$ cat config.mk
export PLATFORM = sky130hd
export DESIGN_NAME = way_sram_host
export DESIGN_NICKNAME = d
export VERILOG_FILES = /design/src/logic/way_sram_pkg.sv /design/src/logic/way_strobe_if.sv /design/src/logic/way_strobe_decode.sv /design/src/logic/way_sram_host.sv
export VERILOG_INCLUDE_DIRS = /design/src /design/src/logic
export SDC_FILE = /design/constraint.sdc
export NUM_CORES = 1
export LEC_CHECK = 0
export BUFFER_PORTS_ARGS = -buffer_cell sky130_fd_sc_hd__buf_2
export CAP_MARGIN = 20
export CORE_MARGIN = 10
export CORE_UTILIZATION = 40
export DETAILED_ROUTE_END_ITERATION = 7
export GPL_TIMING_DRIVEN = 0
export SLEW_MARGIN = 20
export SYNTH_ARGS = -nofsm -noshare
export SYNTH_HDL_FRONTEND = slang
export SYNTH_SLANG_ARGS = --single-unit
export TNS_END_PERCENT = 100
$ cat constraint.sdc
create_clock -name clk -period 4.1 [get_ports clk]
set_clock_uncertainty 0.1 [all_clocks]
set_input_delay 0.82 -clock clk [delete_from_list [all_inputs] [get_ports clk]]
set_output_delay 0.82 -clock clk [all_outputs]
set_load 0.01 [all_outputs]
$ cat src/logic/way_sram_cfg.svh
// Timing counts and field constants for the way-select cache SRAM host
`ifndef WAY_SRAM_CFG_SVH
`define WAY_SRAM_CFG_SVH
`define ADDR_W          13
`define DATA_W          16
`define BANK_BIT        12
`define LOW_LANE_LSB    0
`define HIGH_LANE_LSB   8
`define CLK_PERIOD_NS   10
`define ADDR_SETUP_NS   8
`define ADDR_HOLD_NS    4
`define ACCESS_NS       45
`define WRITE_PULSE_NS  30
`define DATA_SETUP_NS   10
`define ADDR_SETUP_CYC  ((`ADDR_SETUP_NS + `CLK_PERIOD_NS - 1) / `CLK_PERIOD_NS)
`define ADDR_HOLD_CYC   ((`ADDR_HOLD_NS + `CLK_PERIOD_NS - 1) / `CLK_PERIOD_NS)
`define ACCESS_CYC      ((`ACCESS_NS + `CLK_PERIOD_NS - 1) / `CLK_PERIOD_NS)
`define WRITE_PULSE_CYC ((`WRITE_PULSE_NS + `CLK_PERIOD_NS - 1) / `CLK_PERIOD_NS)
`define CNT_W           4
`endif

$ cat src/logic/way_sram_pkg.sv
// Types shared by the way-select cache SRAM host
package way_sram_pkg;
   typedef enum logic [5:0] {
      st_idle    = 6'b00_0001,
      st_setup   = 6'b00_0010,
      st_hold    = 6'b00_0100,
      st_read    = 6'b00_1000,
      st_write   = 6'b01_0000,
      st_release = 6'b10_0000
   } state_type;
endpackage

$ cat src/logic/way_strobe_if.sv
// Strobe bundle between sequencer and way decoder
`timescale 1ns/100ps
interface way_strobe_if;
   logic       two_way;
   logic       way_b;
   logic       bank_bit;
   logic       do_read;
   logic       do_write;
   logic       collide;
   logic [1:0] we_n;
   logic [1:0] oe_n;
   modport seq (output two_way, way_b, bank_bit, do_read, do_write, collide,
                input we_n, oe_n);
   modport dec (input two_way, way_b, bank_bit, do_read, do_write, collide,
                output we_n, oe_n);
endinterface

$ cat src/logic/way_strobe_decode.sv
// Decodes way write and output strobes from mode and operation
`timescale 1ns/100ps
module way_strobe_decode (
   way_strobe_if.dec s
);
   wire joined_w;
   wire joined_r;
   wire sel_b;
   // Direct mode joins the strobes; bank bit picks the half on the device
   assign sel_b    = s.two_way & s.way_b;
   assign joined_w = s.do_write;
   assign joined_r = s.do_read & ~s.collide;
   assign s.we_n[0] = s.two_way ? ~(s.do_write & ~sel_b) : ~joined_w;
   assign s.we_n[1] = s.two_way ? ~(s.do_write & sel_b)  : ~joined_w;
   // In two-way mode collide forces both enables low together to exercise deselect; in direct mode it holds both high
   assign s.oe_n[0] = s.two_way ? ~((s.do_read & ~sel_b) | s.collide)
                                : ~joined_r;
   assign s.oe_n[1] = s.two_way ? ~((s.do_read & sel_b) | s.collide)
                                : ~joined_r;
endmodule

$ cat src/logic/way_sram_host.sv
// Host controller driving the two-way or direct-mapped cache SRAM pins
`timescale 1ns/100ps
`include "way_sram_cfg.svh"
// Operation
// - Two-way: bank bit ignored, tied low
// - Write: chip select, bytes, way strobe low
// - Direct: write strobes joined, bank picks half
// - Read: select, bytes, enable low, write high
// - Direct: enables joined, bank picks half
module way_sram_host (
   input  wire logic        clk,
   input  wire logic        rstn,
   input  wire logic        req_valid,
   input  wire logic        req_write,
   input  wire logic        req_two_way,
   input  wire logic        req_way_b,
   input  wire logic        req_collide,
   input  wire logic [12:0] req_addr,
   input  wire logic [1:0]  req_byte_en,
   input  wire logic [15:0] req_wdata,
   output logic             req_ready,
   output logic             rsp_valid,
   output logic [15:0]      rsp_rdata,
   output logic [12:0]      sram_addr,
   output logic             address_latch_strobe,
   output logic             chip_select_master_n,
   output logic             low_byte_select_n,
   output logic             high_byte_select_n,
   output logic             way_a_write_strobe_n,
   output logic             way_b_write_strobe_n,
   output logic             way_a_output_enable_n,
   output logic             way_b_output_enable_n,
   output logic             mode,
   output logic [15:0]      data_out,
   output logic             data_oe_n,
   input  wire logic [15:0] data_in
);
   way_sram_pkg::state_type state;
   way_sram_pkg::state_type next_state;
   logic [`CNT_W-1:0]       cnt;
   logic [`CNT_W-1:0]       next_cnt;
   logic                    op_write;
   logic                    op_two_way;
   logic                    op_way_b;
   logic                    op_collide;
   logic [12:0]             op_addr;
   logic [1:0]              op_bytes;
   logic [15:0]             op_wdata;
   way_strobe_if            s ();

   // One-hot state decodes
   wire in_idle    = (state == way_sram_pkg::st_idle);
   wire in_setup   = (state == way_sram_pkg::st_setup);
   wire in_hold    = (state == way_sram_pkg::st_hold);
   wire in_read    = (state == way_sram_pkg::st_read);
   wire in_write   = (state == way_sram_pkg::st_write);
   wire in_release = (state == way_sram_pkg::st_release);
   wire cnt_done   = (cnt == '0);
   wire take       = in_idle & req_valid;
   wire active     = in_read | in_write;
   // Counter loads sit one below the cycle count, since zero ends a phase
   wire [`CNT_W-1:0] setup_load = `CNT_W'(`ADDR_SETUP_CYC - 1);
   wire [`CNT_W-1:0] hold_load  = `CNT_W'(`ADDR_HOLD_CYC - 1);
   wire [`CNT_W-1:0] acc_load   = `CNT_W'(`ACCESS_CYC - 1);
   wire [`CNT_W-1:0] wr_load    = `CNT_W'(`WRITE_PULSE_CYC - 1);
   // Two-way ignores the bank bit, so drive it to ground there
   wire [12:0] pin_addr = op_two_way ? {1'b0, op_addr[11:0]} : op_addr;
   wire [12:0] req_pin_addr = req_two_way ? {1'b0, req_addr[11:0]}
                                          : req_addr;
   // Address goes out on the take edge, a full cycle ahead of capture
   wire [12:0] next_addr = take ? req_pin_addr : pin_addr;
   wire [1:0]  pin_bytes_n = ~(op_bytes & {2{active}});
   // Latch closes once the address has settled, reopens on release
   wire next_latch_strobe = ~(in_setup & cnt_done) & ~in_hold
                            & ~active | in_release;
   // Chip select covers capture hold, access and pulse
   wire next_select_n     = ~(in_hold | active);
   // Host owns the bus only during the write pulse
   wire next_data_oe_n    = ~in_write;
   // Read data is taken on the last edge of the access window
   wire read_last         = in_read & cnt_done;

   // Sequencer view of the strobe decoder
   assign s.two_way  = op_two_way;
   assign s.way_b    = op_way_b;
   assign s.bank_bit = op_addr[`BANK_BIT];
   assign s.do_read  = in_read;
   assign s.do_write = in_write;
   assign s.collide  = in_read & op_collide & op_two_way;

   way_strobe_decode u_dec (
      .s (s)
   );

   // Next state and counter
   always_comb begin
      next_state = state;
      next_cnt   = cnt;
      unique case (state)
         way_sram_pkg::st_idle: begin
            if (req_valid) begin
               next_state = way_sram_pkg::st_setup;
               next_cnt   = setup_load;
            end
         end
         way_sram_pkg::st_setup: begin
            // Address settles while latch is transparent
            if (cnt_done) begin
               next_state = way_sram_pkg::st_hold;
               next_cnt   = hold_load;
            end else begin
               next_cnt = cnt - 1'b1;
            end
         end
         way_sram_pkg::st_hold: begin
            // Strobe low captures address; keep it for hold time
            if (cnt_done) begin
               next_state = op_write ? way_sram_pkg::st_write
                                     : way_sram_pkg::st_read;
               next_cnt   = op_write ? wr_load : acc_load;
            end else begin
               next_cnt = cnt - 1'b1;
            end
         end
         way_sram_pkg::st_read,
         way_sram_pkg::st_write: begin
            if (cnt_done)
               next_state = way_sram_pkg::st_release;
            else
               next_cnt = cnt - 1'b1;
         end
         way_sram_pkg::st_release: begin
            next_state = way_sram_pkg::st_idle;
         end
      endcase
   end

   // State and captured request
   always_ff @(posedge clk or negedge rstn) begin
      if (!rstn) begin
         state      <= way_sram_pkg::st_idle;
         cnt        <= '0;
         op_write   <= 1'b0;
         op_two_way <= 1'b1;
         op_way_b   <= 1'b0;
         op_collide <= 1'b0;
         op_addr    <= '0;
         op_bytes   <= '0;
         op_wdata   <= '0;
      end else begin
         state <= next_state;
         cnt   <= next_cnt;
         if (take) begin
            op_write   <= req_write;
            op_two_way <= req_two_way;
            op_way_b   <= req_way_b;
            op_collide <= req_collide;
            op_addr    <= req_addr;
            op_bytes   <= req_byte_en;
            op_wdata   <= req_wdata;
         end
      end
   end

   // Pin registers; strobes rise together so write ends cleanly
   always_ff @(posedge clk or negedge rstn) begin
      if (!rstn) begin
         sram_addr             <= '0;
         address_latch_strobe  <= 1'b1;
         chip_select_master_n  <= 1'b1;
         low_byte_select_n     <= 1'b1;
         high_byte_select_n    <= 1'b1;
         way_a_write_strobe_n  <= 1'b1;
         way_b_write_strobe_n  <= 1'b1;
         way_a_output_enable_n <= 1'b1;
         way_b_output_enable_n <= 1'b1;
         mode                  <= 1'b1;
         data_out              <= '0;
         data_oe_n             <= 1'b1;
      end else begin
         sram_addr             <= next_addr;
         address_latch_strobe  <= next_latch_strobe;
         chip_select_master_n  <= next_select_n;
         low_byte_select_n     <= pin_bytes_n[0];
         high_byte_select_n    <= pin_bytes_n[1];
         way_a_write_strobe_n  <= s.we_n[0];
         way_b_write_strobe_n  <= s.we_n[1];
         way_a_output_enable_n <= s.oe_n[0];
         way_b_output_enable_n <= s.oe_n[1];
         mode                  <= op_two_way;
         data_out              <= op_wdata;
         data_oe_n             <= next_data_oe_n;
      end
   end

   // Handshake and read capture at end of access window
   always_ff @(posedge clk or negedge rstn) begin
      if (!rstn) begin
         req_ready <= 1'b0;
         rsp_valid <= 1'b0;
         rsp_rdata <= '0;
      end else begin
         req_ready <= (next_state == way_sram_pkg::st_idle);
         rsp_valid <= in_release;
         if (read_last)
            rsp_rdata <= data_in;
      end
   end
endmodule

=== Word level (Yosys, flattened, before mapping) ===
Cells that the tools add are included.

* Equal/unequal tests: 9
* Reduce and logical (&&, ||, !) cells: 4
* Bitwise gates (word level): 32
* Muxes and demuxes: 19
* $add $sub $neg: 1

{| class="wikitable"
|+ Operators with widths
! cell !! count
|-
| 13-bit two-way mux || 3
|-
| 6-bit case mux with 5 select lines || 1
|-
| 6-bit two-way mux || 4
|-
| 4-bit two-way mux || 4
|-
| 4-bit case mux with 4 select lines || 1
|-
| 1-bit AND || 13
|-
| 6-bit by 1-bit == test with 1-bit output (second input constant) || 2
|-
| 1-bit inverter || 12
|-
| 6-bit by 2-bit == test with 1-bit output (second input constant) || 1
|-
| 6-bit by 3-bit == test with 1-bit output (second input constant) || 1
|-
| 6-bit by 4-bit == test with 1-bit output (second input constant) || 1
|-
| 6-bit by 5-bit == test with 1-bit output (second input constant) || 1
|-
| 6-bit == test (second input constant) || 1
|-
| 5-bit two-way mux || 1
|-
| 1-bit bitwise OR || 5
|-
| 4-bit zero test || 1
|-
| 1-bit two-way mux || 4
|-
| 2-bit inequality test (second input constant) || 2
|-
| 4-bit nonzero test || 1
|-
| 4-bit by 1-bit subtractor with 4-bit output (second input constant) || 1
|-
| 3-bit two-way mux || 1
|-
| 3-bit AND reduction || 1
|-
| 2-bit AND || 1
|-
| 2-bit inverter || 1
|-
| 2-bit OR reduction || 1
|}

* Flip-flop bits (word level): 102
* Logic and storage cells: 89
* Output and inout bits: 57

=== Logic depth before layout (Yosys ltp) ===
Gate-level depths: netlist (run 1).

* Depth in word-level cells: 7
* Depth in mapped cells: 8
* Mapped depth without buffers: 7

=== Modules after synthesis ===
A second synthesis (run 1) with hierarchy kept.

* Cell total of the unflattened synthesis: 246
* Area total of the unflattened synthesis: 3,793.6 sq um

{| class="wikitable"
|+ Modules (own cells, without submodules)
! module !! instances !! sequential area each (sq um) !! area an instance (sq um) !! cells each
|-
| way_sram_host || 1 || 2,567.5 || 3,754.9 || 239
|-
| way_strobe_decode || 1 || 0.0 || 38.8 || 7
|}

=== Least setup slack after synthesis (run 1) ===
OpenSTA, ideal clock, no wires.

* Path type: register to register
* Start point: register cnt[0]
* End point: register rsp_rdata[0]
* Data required time: 3.875 ns
* Buffers on the path: 1
* Library setup time: 0.125 ns
* Data arrival time: 1.735 ns
* Slack: 2.140 ns
* Cell stages (with the launch flop): 7
* Path through: dfrtp_1 inv_1 ha_1 nor3b_1 nand2_2 buf_2 mux2_2

* Longest elaborated chain between the ends: 2

{| class="wikitable"
|+ Ends and longest elaborated chain
! item !! line !! source
|-
| start: declaration || way_sram_host.sv:40 || <nowiki>logic [`CNT_W-1:0] cnt;</nowiki>
|-
| start signal: assignment || way_sram_host.sv:152 || <nowiki>cnt <= next_cnt;</nowiki>
|-
| 4-bit zero test || way_sram_host.sv:58 || <nowiki>wire cnt_done = (cnt == '0);</nowiki>
|-
| 1-bit AND || way_sram_host.sv:81 || <nowiki>wire read_last = in_read & cnt_done;</nowiki>
|-
| end signal: assignment || way_sram_host.sv:206 || <nowiki>rsp_rdata <= data_in;</nowiki>
|-
| end: declaration || way_sram_host.sv:23 || <nowiki>output logic [15:0] rsp_rdata,</nowiki>
|}

No other way between the ends.
A chain may end at the register's enable or synchronous reset.

=== Worst setup path after layout (run 1) ===
* Start point: register cnt[0]
* End point: register rsp_rdata[2]

Same word-level chain as after synthesis.

==> results.tsv, run 1 <==
stage	metric	value	unit
finish	final_nets	514	
cts	cts_tree	done	
timing	post-route-min-period	2440	ps
route	drtAntennaViolNets	0	
cts	cts_hold_repair.buffers	0	
synth	syn_area	0.00384	mm²
global_routing	grt_antenna_before_repair	0	
min_path	hp-class	input port to asynchronous set/reset pin	
floorplanning	die-area	0.0139	mm²
critical_path	critPathCaptureType	flip-flop	
synth	yosysWarningCount	0	
synth	synth-seq-cells	102	
synth	ys_seq_area_share	66.9	%
critical_path	critPathLaunchType	flip-flop	
synth	ys_types	44	
floorplanning	start_util	41.4	%
power_and_ir_drop	power.density	498	mW/mm²
critical_path	cp_data_arrival_time	2590	ps
cts	cts-root-buf	clkbuf_8	
global_routing	use_met1	15.7	%
global_routing	first_global_vias	2780	
placement	hpwl	6360	µm
power_and_ir_drop	p_leak	2.54	nW
run	maxCapViolCount	0	
route	first_pass_iters	4	
cts	cts_setup_buffers	0	
outcome	status	completed	
route	viasPerCell	4.55	
timing	hold_viol_final	0	
synth	synth_area_per_cell	11.4	µm²
timing	max_freq	410	MHz
floorplanning	core	0.00928	mm²
synth	synth_top_cell_by_area	dfrtp_1	
timing	worst_slack	1660	ps
synth	syn_nets	392	
cts	htreeDepth	3	
floorplanning	io_pins	111	
finish	area_delta_synth_final	24.3	%
global_routing	grt_pass1_wl	14100	µm
floorplanning	row_count	35	
cts	cts_buffers	9	
floorplanning	fp.dieW	118	µm
cts	cts.sinks	102	
route	drcViolationCount	0	
timing	setup_tns	0	ps
synth	synth_top_area_share	58.7	%
timing	tightest_slew	847	ps
timing	setup-violations-final	0	
cts	clk_latency	360	ps
synth	synth_area_leaders	dfrtp_1, nand2_1, dfstp_2, mux2_2, o21ai_0	
placement	gp_congestion	0.844	
finish	drive_gt1_share	37.8	%
placement	port_buffers	110	
global_routing	grt_use_met2	19.2	%
route	post_drt_wl_per_cell	14.4	µm
timing	finalCritPeriodShare	59.5	%
route	routed_wl	8500	µm
finish	diodes	0	
route	drt_iter0_markers	87	
timing	rsz0062_at_grt	no	
global_routing	met3_usage	3.84	%
placement	place_ws	1660	ps
synth	async_reset_ff_share	100	%
global_routing	grt_max_degree	81	
synth	synth_cells	336	
global_routing	grt_overflow	0	
cts	post_cts_resize_count	0	
cts	clk_path_buf_depth	2	
floorplanning	dieHeight	118	µm
critical_path	r2r_slack	1660	ps
timing	slew_viol_final	0	
synth	ys.flop_type	dfrtp_1	
critical_path	critPathKind	flip-flop to flip-flop	
global_routing	grtUsageTotal	12.3	%
power_and_ir_drop	peakVddDrop	0.196	mV
critical_path	cp.required	4260	ps
global_routing	top_usage_layer	met2	
timing	slew_headroom	43.4	%
synth	synth_edf_count	0	
route	vias	2693	
cts	cts.reportedPaths.clkPinSlew	110	ps
critical_path	cp_max_fo	10	
[worst max-delay path: stages, from the launching register on]
cell     delay [ps]
dfrtp_1         420
inv_1           100
ha_1            160
nor3b_1         700
nand2_2         270
buf_2           290
mux2_2          290
[cell usage in the layout (no fill, tap or decap), types with 3 or more instances in the layout]
cell      count
dfrtp_1      90
buf_2       118
nand3_1       5
nand2b_1      4
nor2_1        7
nor4_1        3
clkbuf_1      3
nand2_1     108
inv_1        11
nor3_1        6
dfstp_2      12
buf_6         4
o21ai_0      12
o211ai_1      3
a21oi_1       4
clkbuf_8     10
mux2_2       16
and2_1        4
[sequential cells by signal, summed over array words and instances (netlist names), 2 cells and up]
| signal | cells |
|---|---|
| rsp_rdata | 16 |
| op_addr | 13 |
| cnt | 4 |
| sram_addr | 13 |
| data_out | 16 |
| state | 6 |
| op_bytes | 2 |
| op_wdata | 16 |
[through the flow]
stage	util [%]	instance area, µm²	power [mW]	cells	hold WS, ps
after CTS	51.4	4770	2.41	592	185
after global routing	51.4	4770	2.53	592	185
final	51.4	4770	2.38	592	195
after global placement	49.0	4550	1.78	575	259
after floorplan	-	3840	1.59	336	254
after detailed placement	49.4	4590	1.80	576	262
[layer usage]
layer	up-vias	part of all wire, %	wire, µm
met1	1260	47	3950
li1	1345	-	-
met5	-	0	0
met4	0	1.2	102
met3	9	5.9	503
met2	79	46	3940
[where the power goes]
group          leakage, nW  switching (mW)  internal (mW)
logic                 1.12           0.320          0.232
clock network       0.0992           0.355          0.247
registers             1.32          0.0656           1.16
total                 2.54           0.740           1.64
[Yosys cell counts (3+ instances only)]
library cell and n:
inv_1 11, nand2_1 108, buf_6 3, mux2_2 16, nor2_1 7, nand3_1 5, o21ai_0 12, o211ai_1 3
nor4_1 3, dfrtp_1 90, nand2b_1 4, a21oi_1 4, buf_2 9, clkbuf_1 3, and2_1 4, dfstp_2 12
nor3_1 6
[final cells by class]
| class | instances | area [µm²] |
|---|---|---|
| timing repair buffer | 111 | 584 |
| fill | 853 | 4510 |
| tap | 129 | 161 |
| buffer | 16 | 93.8 |
| sequential | 102 | 2570 |
| inverter | 11 | 41.3 |
| multi-input combinational | 207 | 1140 |
| clock inverter | 6 | 51.3 |
| clock buffer | 10 | 138 |
[kinds of logic after synthesis]
kind of cell | after synthesis | synth area share [%]
compound gates | 33 | 5.54
xor+xnor | 3 | 0.684
fa+ha+maj | 2 | 0.652
buf+inv | 27 | 3.52
flops | 102 | 66.9
mux | 18 | 5.21
simple gates | 151 | 17.5
[path summary, 6_finish.rpt]
kind | startpoint | to | cells after the start
max in group asynchronous | rstn | chip_select_master_n | 2
min | rstn | data_out[13] | 1
min reg2reg | op_wdata[10] | data_out[10] | 0
max reg2reg | cnt[0] | rsp_rdata[2] | 6
max | cnt[0] | rsp_rdata[2] | 6
min in group clk | op_wdata[10] | data_out[10] | 0
Power figures use the tool's default switching activity.
==> run 2, diff against run 1 <==
PLACE_DENSITY = 0.67   (was not set)
clock period = 2 ns   (was 4.1 ns; I/O delays follow)
==> run 2 against run 1 <==
The flow now finishes with violations (setup timing). Global-route usage up 0.11 points. Maximum frequency up 20%. Hold slack worse by 70 ps. Critical endpoint is now op_wdata[8]. Largest cell class unchanged. Highest routed layer unchanged.
==> results.tsv, run 2 (synthesis results as in run 1) <==
stage	metric	value	unit	change
outcome	status	finished, violations left		was completed
outcome	violations	setup timing		
global_routing	grtUsageTotal	12.4	%	was 12.3%
finish	fin_util	56.9	%	was 51.4%
floorplanning	die-area	0.0139	mm²	unchanged
timing	hold-worst-slack	125	ps	was 195 ps
cts	clk_path_buf_depth	2		unchanged
cts	cts_tree	done		unchanged
timing	slew_viol_final	0		unchanged
placement	gp_congestion	0.849		was 0.844
finish	layout_commonest_cell	buf_2		unchanged
critical_path	critPathCaptureType	flip-flop		unchanged
global_routing	first_global_vias	2772		was 2,780
timing	setup-violations-final	19		was 0
critical_path	r2r_slack	-20	ps	was 1660 ps
critical_path	crit_buf_inv	2		unchanged
power_and_ir_drop	power.share.clock	23.5	%	was 25.3%
min_path	hp-start	req_wdata[2]		
finish	final_nets	527		was 514
floorplanning	fp.dieW	118	µm	unchanged
power_and_ir_drop	p_leak	2.70	nW	was 2.54 nW
power_and_ir_drop	peakVddDrop	0.543	mV	was 0.196 mV
global_routing	grt_pass1_wl	14300	µm	was 14,100 µm
critical_path	worst_path_max_delay_cell	or4_4		was nor3b_1
timing	post-route-min-period	2020	ps	was 2440 ps
floorplanning	core	0.00928	mm²	unchanged
min_path	hold-path-cell-count	3		
route	post_drt_wl_per_cell	15.0	µm	was 14.4 µm
route	drt_iter0_markers	206		was 87
finish	reg.largest.list	data_out (16), op_wdata (16), rsp_rdata (16)		unchanged
cts	htreeDepth	3		unchanged
timing	finalCritPeriodShare	101	%	was 59.5%
critical_path	cp_max_fo	8		was 10
global_routing	grt_max_degree	81		unchanged
power_and_ir_drop	p_int	3.44	mW	was 1.64 mW
power_and_ir_drop	power.density	957	mW/mm²	was 498 mW/mm²
min_path	hp-class	input port to flip-flop		was input port to asynchronous set/reset pin
floorplanning	io_pins	111		unchanged
timing	max_freq	494	MHz	was 410 MHz
placement	port_buffers	110		unchanged
power_and_ir_drop	comb_power_share	26.0	%	was 23.2%
critical_path	reg2reg_depth	6		unchanged
timing	worst_slack	-24.4	ps	was 1660 ps
power_and_ir_drop	swShare	32.0	%	was 31.1%
critical_path	slowest_delay	540	ps	was 700 ps
route	first_pass_iters	4		unchanged
critical_path	crit_start	state[5]		was cnt[0]
finish	area_delta_synth_final	37.6	%	was 24.3%
timing	setup_tns	-214	ps	was 0 ps
critical_path	rr_endpoint	op_wdata[8]		was rsp_rdata[2]
route	vias	2907		was 2,693
critical_path	reg2reg_from	state[5]		was cnt[0]
floorplanning	dieHeight	118	µm	unchanged
finish	final_cell_mix	buf_2, dfrtp_1, nand2_1		was buf_2, nand2_1, dfrtp_1
critical_path	cp_data_arrival_time	2170	ps	was 2590 ps
timing	slew_headroom	74.5	%	was 43.4%
placement	dpl.cell_count	576		unchanged
global_routing	grt_overflow	0		unchanged
cts	cts-root-buf	clkbuf_8		unchanged
critical_path	critPathLaunchType	flip-flop		unchanged
route	viasPerCell	4.80		was 4.55
route	routed_wl	9100	µm	was 8500 µm
floorplanning	row_count	35		unchanged
global_routing	grt_antenna_before_repair	0		unchanged
finish	instances_no_fill	605		was 592
route	drcViolationCount	0		unchanged
placement	hpwl	6250	µm	was 6360 µm
timing	rsz0062_at_grt	yes		was no
cts	cts_buffers	9		unchanged
critical_path	critPathKind	flip-flop to flip-flop		unchanged
cts	clk_latency	360	ps	about the same
finish	drive_gt1_share	51.7	%	was 37.8%
cts	cts.sinks	102		unchanged
cts	cts.reportedPaths.clkPinSlew	100	ps	was 110 ps
finish	diodes	0		unchanged
timing	tightest_slew	382	ps	was 847 ps
min_path	min_to	op_wdata[2]		
power_and_ir_drop	power_frac_seq	50.5	%	was 51.5%
power_and_ir_drop	power	5.05	mW	was 2.38 mW
timing	hold_viol_final	0		unchanged
critical_path	crit_chain	or4_4, or3_4, buf_12, clkbuf_16, nand2_4, nand2_1		was inv_1, ha_1, nor3b_1, nand2_2, buf_2, mux2_2
floorplanning	start_util	41.4	%	unchanged
power_and_ir_drop	power.switching	1.62	mW	was 740 µW
route	drtAntennaViolNets	0		unchanged
run	maxCapViolCount	0		unchanged
critical_path	cp_top_family	simple AND/OR/NAND/NOR gates		unchanged
critical_path	cp.required	2140	ps	was 4260 ps
==> run 2: repair_timing <==
item / CTS / global route
gates resized for setup: 20 / 83
buffers inserted: 2 / 7
pin swaps: 3 / 44
endpoints found under the hold margin: 22 / 0
gates cloned: 0 / 5
hold buffers: 1 / 0
endpoints found under the setup margin: 63 / 56
==> run 2: routing by layer <==
| layer | wire, µm | global-route usage [%] |
|---|---|---|
| met5 | 0 | 0 |
| met4 | 125 | 2.78 |
| met3 | 567 | 4.08 |
| met2 | 4370 | 19.0 |
| met1 | 4040 | 16.5 |
==> run 2: worst max path at each step <==
stage                    end  slack [ps]  cells after the start
2_1_floorplan   rsp_rdata[0]          40                      6
3_3_place_gp   rsp_rdata[14]        -590                      1
3_5_place_dp    rsp_rdata[4]        -410                      6
4_1_cts         sram_addr[6]           3                      7
5_1_grt            req_ready         -90                      6
6_report         op_wdata[8]         -20                      6
==> run 2: area by class of cell <==
class / count / area, µm²
multi-input cells: 207 / 1420
flip-flops and latches: 102 / 2570
well taps: 129 / 161
plain buffers: 14 / 148
fillers: 791 / 4000
repair buffers: 126 / 767
clock buffers: 10 / 128
inverters: 11 / 41.3
clock inverters: 6 / 55.1
==> run 2: power groups by stage <==
stage	Sequential (mW)	Clock (mW)	Combinational, mW
floorplan	2.59	0	0.668
global placement	2.54	0	1.10
detailed placement	2.54	0	1.13
CTS	2.52	1.24	1.19
global route	2.59	1.34	1.45
finish	2.55	1.19	1.31
==> run 2: metrics by stage <==
stage | area, µm² | setup WS (ps)
floorplan | 3840 | 40.4
global placement | 4550 | -586
detailed placement | 4590 | -413
CTS | 4860 | 2.75
global route | 5280 | -86.9
finish | 5280 | -24.4
==> run 2: worst min-delay path: cells and delay by family <==
family                 cells  cell delay, ps
buffers and inverters      1              80
and+or+nand+nor            2              80
